$ cat config.mk
export PLATFORM = sky130hd
export DESIGN_NAME = afp_monitor
export DESIGN_NICKNAME = d
export VERILOG_FILES = /design/src/hw/afp_fault_channel.v /design/src/hw/afp_monitor.v
export VERILOG_INCLUDE_DIRS = /design/src /design/src/hw
export SDC_FILE = /design/constraint.sdc
export NUM_CORES = 1
export LEC_CHECK = 0
export BUFFER_PORTS_ARGS = -buffer_cell sky130_fd_sc_hd__buf_2
export CAP_MARGIN = 15
export CELL_PAD_IN_SITES_DETAIL_PLACEMENT = 1
export CELL_PAD_IN_SITES_GLOBAL_PLACEMENT = 2
export CORE_MARGIN = 10
export CORE_UTILIZATION = 40
export CTS_BUF_LIST = sky130_fd_sc_hd__clkbuf_4 sky130_fd_sc_hd__clkbuf_8 sky130_fd_sc_hd__clkbuf_16
export DETAILED_ROUTE_END_ITERATION = 16
export GPL_TIMING_DRIVEN = 1
export PLACE_DENSITY_LB_ADDON = 0.08
export SLEW_MARGIN = 25
export SYNTH_ARGS = -nofsm -noshare
export SYNTH_HDL_FRONTEND = slang
export SYNTH_SLANG_ARGS = --single-unit
$ cat constraint.sdc
create_clock -name i_core_clk -period 5.6 [get_ports i_core_clk]
set_clock_uncertainty 0.1 [all_clocks]
set_input_delay 0.28 -clock i_core_clk [delete_from_list [all_inputs] [get_ports i_core_clk]]
set_output_delay 0.28 -clock i_core_clk [all_outputs]
set_load 0.005 [all_outputs]
$ cat src/hw/afp_defs.vh
/*
  Constants of the amplifier fault protection monitor: register offsets,
  status field layout, thresholds in code units and timing figures.
  Assumes inclusion by bare name from the design files of this block.
*/
`ifndef AFP_DEFS_VH
`define AFP_DEFS_VH

// Clock rates in kHz
`define AFP_CORE_KHZ        100000
`define AFP_OP_KHZ          24576
`define AFP_ACC_W           17
`define AFP_ACC_STEP        17'h0_6000
`define AFP_ACC_WRAP        17'h1_86A0

// Times as printed
`define AFP_COOL_MS         200
`define AFP_STRAP_US        768
// Operating ticks at 24 576 per ms, strap time rounded up; sized so that
// the parameter defaults take them with no silent truncation
`define AFP_COOL_TICKS      23'h4B_0000
`define AFP_STRAP_TICKS     15'h49BB
`define AFP_COOL_W          23
`define AFP_STRAP_W         15

// Register offsets
`define AFP_REG_TEMP        8'h47
`define AFP_REG_VBATT       8'h48
`define AFP_REG_STATUS      8'h49
`define AFP_RD_W            16

// Code widths and thresholds: kelvin codes and 160 codes per volt
`define AFP_TEMP_W          9
`define AFP_VBATT_W         10
`define AFP_TEMP_TRIP       9'h1_B1
`define AFP_TEMP_RELEASE    9'h1_93
`define AFP_VBATT_TRIP      10'h1_70

// Fault channel indices and status layout
`define AFP_NCH             4
`define AFP_CH_OV           0
`define AFP_CH_OC           1
`define AFP_CH_UV           2
`define AFP_CH_OT           3
`define AFP_ST_ACT_LO       0
`define AFP_ST_EVT_LO       4
`define AFP_ST_STRAP_OK     8
`define AFP_ST_STRAP_VAL    9

`endif

$ cat src/hw/afp_fault_channel.v
/*
  One protection channel: a trip starts a cooling interval, at its end the
  hold condition is checked again and either the event ends or cools again.
  Assumes a one-cycle operating tick and synchronous trip and hold levels.
*/
`timescale 1ns/1ps
`include "afp_defs.vh"

module afp_fault_channel #(
  parameter [`AFP_COOL_W-1:0] COOL_TICKS = `AFP_COOL_TICKS
) (
  // Clock and reset
  input  wire i_core_clk,
  input  wire i_rst_n,
  input  wire i_clr,
  // Timing and fault levels
  input  wire i_tick,
  input  wire i_trip,
  input  wire i_hold,
  // Event state
  output reg  o_active,
  output reg  o_set_pulse
);

  localparam ST_IDLE = 1'b0;
  localparam ST_COOL = 1'b1;

  reg [`AFP_COOL_W-1:0] cnt_r;

  always @(posedge i_core_clk)
  begin
    if (!i_rst_n || i_clr)
    begin
      o_active    <= ST_IDLE;
      o_set_pulse <= 1'b0;
      cnt_r       <= {`AFP_COOL_W{1'b0}};
    end
    else
    begin
      o_set_pulse <= 1'b0;
      case (o_active)
        ST_IDLE:
        begin
          if (i_trip)
          begin
            o_active    <= ST_COOL;
            o_set_pulse <= 1'b1;
            cnt_r       <= COOL_TICKS;
          end
        end
        ST_COOL:
        begin
          if (i_tick)
          begin
            if (cnt_r == {{(`AFP_COOL_W-1){1'b0}}, 1'b1})
            begin
              // A fault still present restarts cooling, never a short retry
              if (i_hold)
                cnt_r <= COOL_TICKS;
              else
                o_active <= ST_IDLE;
            end
            else
              cnt_r <= cnt_r - {{(`AFP_COOL_W-1){1'b0}}, 1'b1};
          end
        end
        default: o_active <= ST_IDLE;
      endcase
    end
  end

endmodule // afp_fault_channel

$ cat src/hw/afp_monitor.v
/*
  Fault protection and monitoring controller of a boosted speaker amplifier:
  operating tick, four protection channels, strap capture, code registers,
  a register read port and an open-drain interrupt.
  Assumes all inputs synchronous to i_core_clk and analog codes held stable
  between conversions.
*/
`timescale 1ns/1ps
`include "afp_defs.vh"

module afp_monitor #(
  parameter [`AFP_COOL_W-1:0]  COOL_TICKS  = `AFP_COOL_TICKS,
  parameter [`AFP_STRAP_W-1:0] STRAP_TICKS = `AFP_STRAP_TICKS
) (
  // Clock and resets
  input  wire                    i_core_clk,
  input  wire                    i_rst_n,
  input  wire                    i_sw_reset,
  // Fault indications and sensor codes
  input  wire                    i_excess_voltage,
  input  wire                    i_excess_current,
  input  wire [`AFP_VBATT_W-1:0] i_vbatt_code,
  input  wire [`AFP_TEMP_W-1:0]  i_temp_code,
  // Strap pin
  input  wire                    i_second_addr_strap,
  // Register read port
  input  wire                    i_rd_en,
  input  wire [7:0]              i_rd_addr,
  output reg  [`AFP_RD_W-1:0]    o_rd_data,
  output reg                     o_rd_valid,
  // Protection state
  output reg                     o_excess_voltage_flag,
  output reg                     o_excess_current_flag,
  output reg                     o_low_battery_flag,
  output reg                     o_thermal_fault_flag,
  output reg                     o_analog_en,
  // Strap result
  output reg                     o_second_addr_strap,
  output reg                     o_strap_valid,
  // Open-drain interrupt
  output reg                     o_int_o,
  output reg                     o_int_oe
);

  function is_reg;
    input [7:0] addr;
    input [7:0] reg_off;
    begin
      is_reg = (addr == reg_off);
    end
  endfunction

  // Operating tick
  reg  [`AFP_ACC_W-1:0]   acc_r;
  reg                     tick_r;
  wire [`AFP_ACC_W-1:0]   acc_sum;
  // Sensor code registers
  reg  [`AFP_TEMP_W-1:0]  temp_code_r;
  reg  [`AFP_VBATT_W-1:0] vbatt_code_r;
  // Strap capture
  reg  [`AFP_STRAP_W-1:0] strap_cnt_r;
  reg                     strap_busy_r;
  // Channels
  wire [`AFP_NCH-1:0]     trip;
  wire [`AFP_NCH-1:0]     hold;
  wire [`AFP_NCH-1:0]     active;
  wire [`AFP_NCH-1:0]     set_pulse;
  reg  [`AFP_NCH-1:0]     evt_r;
  reg  [`AFP_NCH-1:0]     evt_nxt;
  wire                    st_rd;
  wire [`AFP_RD_W-1:0]    status;

  assign acc_sum = acc_r + `AFP_ACC_STEP;

  always @(posedge i_core_clk)
  begin
    if (!i_rst_n)
    begin
      acc_r  <= {`AFP_ACC_W{1'b0}};
      tick_r <= 1'b0;
    end
    else if (acc_sum >= `AFP_ACC_WRAP)
    begin
      acc_r  <= acc_sum - `AFP_ACC_WRAP;
      tick_r <= 1'b1;
    end
    else
    begin
      acc_r  <= acc_sum;
      tick_r <= 1'b0;
    end
  end

  assign trip[`AFP_CH_OV] = i_excess_voltage;
  assign hold[`AFP_CH_OV] = i_excess_voltage;
  assign trip[`AFP_CH_OC] = i_excess_current;
  assign hold[`AFP_CH_OC] = i_excess_current;
  assign trip[`AFP_CH_UV] = (vbatt_code_r < `AFP_VBATT_TRIP);
  assign hold[`AFP_CH_UV] = (vbatt_code_r < `AFP_VBATT_TRIP);
  assign trip[`AFP_CH_OT] = (temp_code_r > `AFP_TEMP_TRIP);
  assign hold[`AFP_CH_OT] = (temp_code_r >= `AFP_TEMP_RELEASE);

  genvar g;
  generate
    for (g = 0; g < `AFP_NCH; g = g + 1)
    begin : g_ch
      afp_fault_channel #(
        .COOL_TICKS (COOL_TICKS)
      ) u_ch (
        .i_core_clk  (i_core_clk),
        .i_rst_n     (i_rst_n),
        .i_clr       (i_sw_reset),
        .i_tick      (tick_r),
        .i_trip      (trip[g]),
        .i_hold      (hold[g]),
        .o_active    (active[g]),
        .o_set_pulse (set_pulse[g])
      );
    end
  endgenerate

  always @(posedge i_core_clk)
  begin
    if (!i_rst_n || i_sw_reset)
    begin
      temp_code_r  <= {`AFP_TEMP_W{1'b0}};
      vbatt_code_r <= {`AFP_VBATT_W{1'b1}};
    end
    else
    begin
      temp_code_r  <= i_temp_code;
      vbatt_code_r <= i_vbatt_code;
    end
  end

  always @(posedge i_core_clk)
  begin
    if (!i_rst_n)
    begin
      o_excess_voltage_flag <= 1'b0;
      o_excess_current_flag <= 1'b0;
      o_low_battery_flag    <= 1'b0;
      o_thermal_fault_flag  <= 1'b0;
      o_analog_en           <= 1'b0;
    end
    else
    begin
      o_excess_voltage_flag <= active[`AFP_CH_OV];
      o_excess_current_flag <= active[`AFP_CH_OC];
      o_low_battery_flag    <= active[`AFP_CH_UV];
      o_thermal_fault_flag  <= active[`AFP_CH_OT];
      o_analog_en           <= ~(|active) & ~i_sw_reset;
    end
  end

  // strap timer restarts on either reset
  always @(posedge i_core_clk)
  begin
    if (!i_rst_n || i_sw_reset)
    begin
      strap_cnt_r         <= STRAP_TICKS;
      strap_busy_r        <= 1'b1;
      o_strap_valid       <= 1'b0;
      o_second_addr_strap <= 1'b0;
    end
    else if (strap_busy_r && tick_r)
    begin
      if (strap_cnt_r == {{(`AFP_STRAP_W-1){1'b0}}, 1'b1})
      begin
        strap_busy_r        <= 1'b0;
        o_strap_valid       <= 1'b1;
        o_second_addr_strap <= i_second_addr_strap;
      end
      else
        strap_cnt_r <= strap_cnt_r - {{(`AFP_STRAP_W-1){1'b0}}, 1'b1};
    end
  end

  assign st_rd = i_rd_en && is_reg(i_rd_addr, `AFP_REG_STATUS);

  // Sticky events; a new set beats the clear-on-read
  always @*
  begin
    evt_nxt = evt_r;
    if (st_rd)
      evt_nxt = {`AFP_NCH{1'b0}};
    evt_nxt = evt_nxt | set_pulse;
  end

  always @(posedge i_core_clk)
  begin
    if (!i_rst_n || i_sw_reset)
    begin
      evt_r    <= {`AFP_NCH{1'b0}};
      o_int_oe <= 1'b0;
      o_int_o  <= 1'b0;
    end
    else
    begin
      evt_r    <= evt_nxt;
      o_int_oe <= |evt_nxt;
      o_int_o  <= 1'b0;
    end
  end

  assign status = {{(`AFP_RD_W-`AFP_ST_STRAP_VAL-1){1'b0}}, o_second_addr_strap,
                   o_strap_valid, evt_r, active};

  always @(posedge i_core_clk)
  begin
    if (!i_rst_n)
    begin
      o_rd_data  <= {`AFP_RD_W{1'b0}};
      o_rd_valid <= 1'b0;
    end
    else
    begin
      o_rd_valid <= i_rd_en;
      if (!i_rd_en)
        o_rd_data <= {`AFP_RD_W{1'b0}};
      else if (is_reg(i_rd_addr, `AFP_REG_TEMP))
        o_rd_data <= {{(`AFP_RD_W-`AFP_TEMP_W){1'b0}}, temp_code_r};
      else if (is_reg(i_rd_addr, `AFP_REG_VBATT))
        o_rd_data <= {{(`AFP_RD_W-`AFP_VBATT_W){1'b0}}, vbatt_code_r};
      else if (st_rd)
        o_rd_data <= status;
      else
        o_rd_data <= {`AFP_RD_W{1'b0}};
    end
  end

endmodule // afp_monitor

==> flow_metrics.py <==
metrics = {
    "run_status": {
        "status": "finished clean",
    },
    "global_route": {
        "grt_pass1_vias": 7581,
        "initial_antenna_violation_count": 0,
        "global_route.overflow_total": 0,
        "grt.total_usage_pct": 17.88,
        "grt_pass1_wl_um": 39080,
        "grt_start_max_net_pins": 66,
    },
    "pwr": {
        "leakagePower_nw": 3.416,
        "max-vdd-ir-drop_v": 0.0001864,
        "clock_power_share_pct": 44.6,
        "switching_share_pct": 25.90,
        "combinational_fraction_of_design_power_pct": 11.5,
        "finalPower_mw": 2.946,
        "powerDensity_nw_per_um2": 318.5,
        "sequentialPowerShare_pct": 43.9,
        "cellInternalPower_mw": 2.183,
        "switch_pwr_uw": 763.1,
    },
    "routing": {
        "vias": 7198,
        "drt-vias-per-instance": 5.681,
        "detail-route-antenna-nets": 0,
        "drcViolationCount": 0,
        "routed_wire_length_per_instance_um": 18.39,
        "drt-total-wl_um": 23300,
        "dr.pass1.iters": 4,
        "drt_first_iter_violations": 297,
    },
    "setup_path": {
        "end_kind": "register",
        "critical_path.reg2reg.endpoint": "g_ch[0].u_ch.cnt_r[16]$_SDFFE_PP0P_",
        "worst_path_max_delay_cell": "sky130_fd_sc_hd__nor4_1",
        "timing.critical_path.cells": "nor4_1 -> nand4b_1 -> o21ai_1 -> nor2_1 -> a211o_1 -> a21oi_1",
        "r2r_start": "g_ch[0].u_ch.cnt_r[4]$_SDFFE_PP0P_",
        "worst-r2r-cell-count": 6,
        "crit_type": "register to register",
        "crit_path_start_kind": "register",
        "cp_data_arrival_time_ns": 3.44,
        "critical-path-max-stage-delay_ns": 0.78,
        "timing.reg2reg.setup_slack_ns": 2.40,
        "worst-path-max-fanout": 13,
        "timing.critical_path.required_ns": 5.85,
    },
    "die": {
        "top_level_ports": 60,
        "start_util_pct": 40.81,
        "core_area_um2": 19530,
        "floorplan.die_area_um2": 25970,
        "die_y_um": 161.1,
        "fp.dieW_um": 161.1,
        "placement_rows": 51,
    },
    "sta": {
        "timing_max_transition_violations_final": 0,
        "min_period_ns": 3.197,
        "achievable-frequency_ghz": 0.3128,
        "totalNegativeSetupSlack_ns": 0,
        "setup-violations-final": 0,
        "maxSlewHeadroom_pct": 40.72,
        "hold_viol_final": 0,
        "fin_crit_sh_pct": 57.09,
        "tightestPinTransition_ns": 0.8858,
        "setup_ws_ns": 2.403,
        "setup_repair_after_global_routing_missed_its_margin": "false",
    },
    "synth": {
        "count_leader_synth": "sky130_fd_sc_hd__dfxtp_1",
        "synth_sequential_area_ratio_pct": 42.96,
        "synth_top_flop_cell": "sky130_fd_sc_hd__dfxtp_1",
        "cell_type_contributing_the_most_total_cell_area_after_synthesis": "sky130_fd_sc_hd__dfxtp_1",
        "post_synth_main_area_contributors": "sky130_fd_sc_hd__dfxtp_1, sky130_fd_sc_hd__a21oi_1, sky130_fd_sc_hd__nor2_1",
        "avgSynthCellArea_um2": 8.541,
        "netlist_top_cells_count": "sky130_fd_sc_hd__dfxtp_1, sky130_fd_sc_hd__nor2_1, sky130_fd_sc_hd__nand2_1",
        "synthesis_warning_total": 0,
        "mappedNetlistArea_um2": 7969,
        "synth_enable_flop_cells": 0,
        "postSynth.asyncResetShare_pct": 0,
        "yosys_register_bits": 171,
        "ys_types": 80,
        "synthesis.instances": 933,
        "synth_top_area_share_pct": 42.96,
    },
    "final_layout": {
        "finalCoreUtilization_pct": 47.37,
        "final_design_area_no_fill_um2": 9250,
        "num-nets-final": 1038,
        "antennaDiodeCount": 0,
        "area_delta_synth_final_pct": 16.08,
        "drive_gt1_share_pct": 13.57,
    },
    "placed_design": {
        "detailed_place_hpwl_um": 16390,
        "gp_congestion": 0.8374,
        "placed_area_um2": 8414,
        "port-buffer-count": 52,
        "pre_cts_ws_ns": 2.462,
    },
    "cts": {
        "cts-resized-gates": 0,
        "cts.clk_slew.worst_paths_ns": 0.06,
        "clock_tree_from_tritoncts": "yes",
        "cts.path.max_buffers": 2,
        "numCtsBuffers": 17,
        "post-cts-setup-buffer-count": 0,
        "cts-root-buf": "sky130_fd_sc_hd__clkbuf_16",
        "clock_sinks": 171,
        "clk_latency_ns": 0.43,
        "htreeDepth": 4,
        "cts-hold-fix-buffers": 17,
    },
    "job": {
        "max_cap_violations": 0,
    },
    "hold_path": {
        "worstHoldPathType": "input port to register",
        "hold_path_depth": 2,
        "timing.hold.worst.start": "i_temp_code[4]",
        "whs_endpoint": "temp_code_r[4]$_SDFF_PP0_",
    },
}
[per-layer routing]
metal | track usage [%] | up-vias | share of wire, %
li1 | - | 3558 | -
met1 | 22.98 | 3520 | 48
met2 | 29.92 | 106 | 48
met3 | 3.432 | 14 | 3.1
met4 | 4.880 | 0 | 1.1
met5 | 0 | - | 0
[cell usage in the layout, fill, tap and decap left out, types with 5 or more instances in the layout]
master                          instances
sky130_fd_sc_hd__a211oi_1               9
sky130_fd_sc_hd__a21oi_1               68
sky130_fd_sc_hd__a222oi_1               5
sky130_fd_sc_hd__a22oi_1                6
sky130_fd_sc_hd__a311oi_1               5
sky130_fd_sc_hd__a31oi_1               13
sky130_fd_sc_hd__and2_1                16
sky130_fd_sc_hd__and3_1                 6
sky130_fd_sc_hd__buf_2                 52
sky130_fd_sc_hd__buf_4                  9
sky130_fd_sc_hd__bufinv_16              5
sky130_fd_sc_hd__clkbuf_16             17
sky130_fd_sc_hd__conb_1                 7
sky130_fd_sc_hd__dfxtp_1              171
sky130_fd_sc_hd__dlygate4sd3_1         18
sky130_fd_sc_hd__ha_1                  15
sky130_fd_sc_hd__inv_1                 24
sky130_fd_sc_hd__nand2_1               71
sky130_fd_sc_hd__nand2b_1               6
sky130_fd_sc_hd__nand3_1               35
sky130_fd_sc_hd__nand4_1                7
sky130_fd_sc_hd__nand4b_1               5
sky130_fd_sc_hd__nor2_1                86
sky130_fd_sc_hd__nor2b_1                6
sky130_fd_sc_hd__nor3_1                36
sky130_fd_sc_hd__nor4_1                26
sky130_fd_sc_hd__o211ai_1              12
sky130_fd_sc_hd__o21ai_0               42
sky130_fd_sc_hd__o311ai_0               5
sky130_fd_sc_hd__o31ai_1               19
sky130_fd_sc_hd__or2_2                 20
sky130_fd_sc_hd__or3_1                 35
sky130_fd_sc_hd__or4_1                 24
sky130_fd_sc_hd__xnor2_1               18
sky130_fd_sc_hd__xor2_1                 9
[per-stage QoR]
step / hold WS [ns] / std cells
final: 0.005408 / 1267
after global routing: 0.0007819 / 1267
after CTS: 0.0005646 / 1266
after detailed placement: 0.3467 / 1217
after global placement: 0.3396 / 1217
after floorplan: 0.2866 / 939
[cell type report]
type	count	area, um2
fillers	2337	10280
inverters	24	90.09
multi-input cells	696	4248
clock inverters	14	216.5
repair buffers	79	508.0
well taps	265	331.6
flip-flops and latches	171	3423
clock buffers	18	432.9
[sequential cells by signal, summed over array words and instances (netlist names)]
signal                 cells
strap_cnt_r               15
acc_r                     12
o_analog_en                1
temp_code_r                9
strap_busy_r               1
g_ch.u_ch.o_active         4
g_ch.u_ch.o_set_pulse      4
vbatt_code_r              10
o_rd_valid                 1
o_int_oe                   1
o_low_battery_flag         1
evt_r                      4
o_excess_voltage_flag      1
g_ch.u_ch.cnt_r           92
o_second_addr_strap        1
o_excess_current_flag      1
o_strap_valid              1
o_thermal_fault_flag       1
o_rd_data                 10
tick_r                     1
[how the worst max path moves through the flow]
| stage | startpoint | endpoint | slack [ns] | cells past startpoint |
|---|---|---|---|---|
| floorplan | g_ch[1].u_ch.cnt_r[8]$_SDFFE_PP0P_ | g_ch[1].u_ch.cnt_r[18]$_SDFFE_PP0P_ | 3.02 | 8 |
| global placement | g_ch[0].u_ch.cnt_r[4]$_SDFFE_PP0P_ | g_ch[0].u_ch.cnt_r[16]$_SDFFE_PP0P_ | 2.62 | 6 |
| detailed placement | g_ch[0].u_ch.cnt_r[4]$_SDFFE_PP0P_ | g_ch[0].u_ch.cnt_r[16]$_SDFFE_PP0P_ | 2.46 | 6 |
| CTS | g_ch[0].u_ch.cnt_r[4]$_SDFFE_PP0P_ | g_ch[0].u_ch.cnt_r[16]$_SDFFE_PP0P_ | 2.44 | 6 |
| global route | g_ch[0].u_ch.cnt_r[4]$_SDFFE_PP0P_ | g_ch[0].u_ch.cnt_r[16]$_SDFFE_PP0P_ | 1.95 | 6 |
| finish | g_ch[0].u_ch.cnt_r[4]$_SDFFE_PP0P_ | g_ch[0].u_ch.cnt_r[16]$_SDFFE_PP0P_ | 2.40 | 6 |
[logic make-up (layout without fill, tap and decap cells)]
| logic type | Yosys count | in the layout | share of synthesized area, % |
|---|---|---|---|
| adder cells (fa/ha/maj) | 15 | 15 | 2.355 |
| multiplexers | 5 | 5 | 0.6908 |
| flip-flops | 171 | 171 | 42.96 |
| XOR/XNOR | 27 | 27 | 2.968 |
| AND/OR/NAND/NOR | 407 | 407 | 27.19 |
| AO/OA/AOI/OAI | 235 | 235 | 19.50 |
| buffers and inverters | 72 | 135 | 4.286 |
| other | 1 | 7 | 0.04706 |
[critical path: cells and delay by family, from the launching register on]
family           cells  cell delay, ns
AND/OR/NAND/NOR      3            1.47
flip-flops           1            0.35
AO/OA/AOI/OAI        3            1.21
[power groups by stage]
stage / logic (mW) / registers, mW / clock network, mW
after global placement: 0.313 / 1.32 / 0
final: 0.339 / 1.29 / 1.31
after global routing: 0.385 / 1.30 / 1.40
after detailed placement: 0.326 / 1.32 / 0
after floorplan: 0.239 / 1.31 / 0
after CTS: 0.339 / 1.30 / 1.34
(Power assumes the default switching activity.)
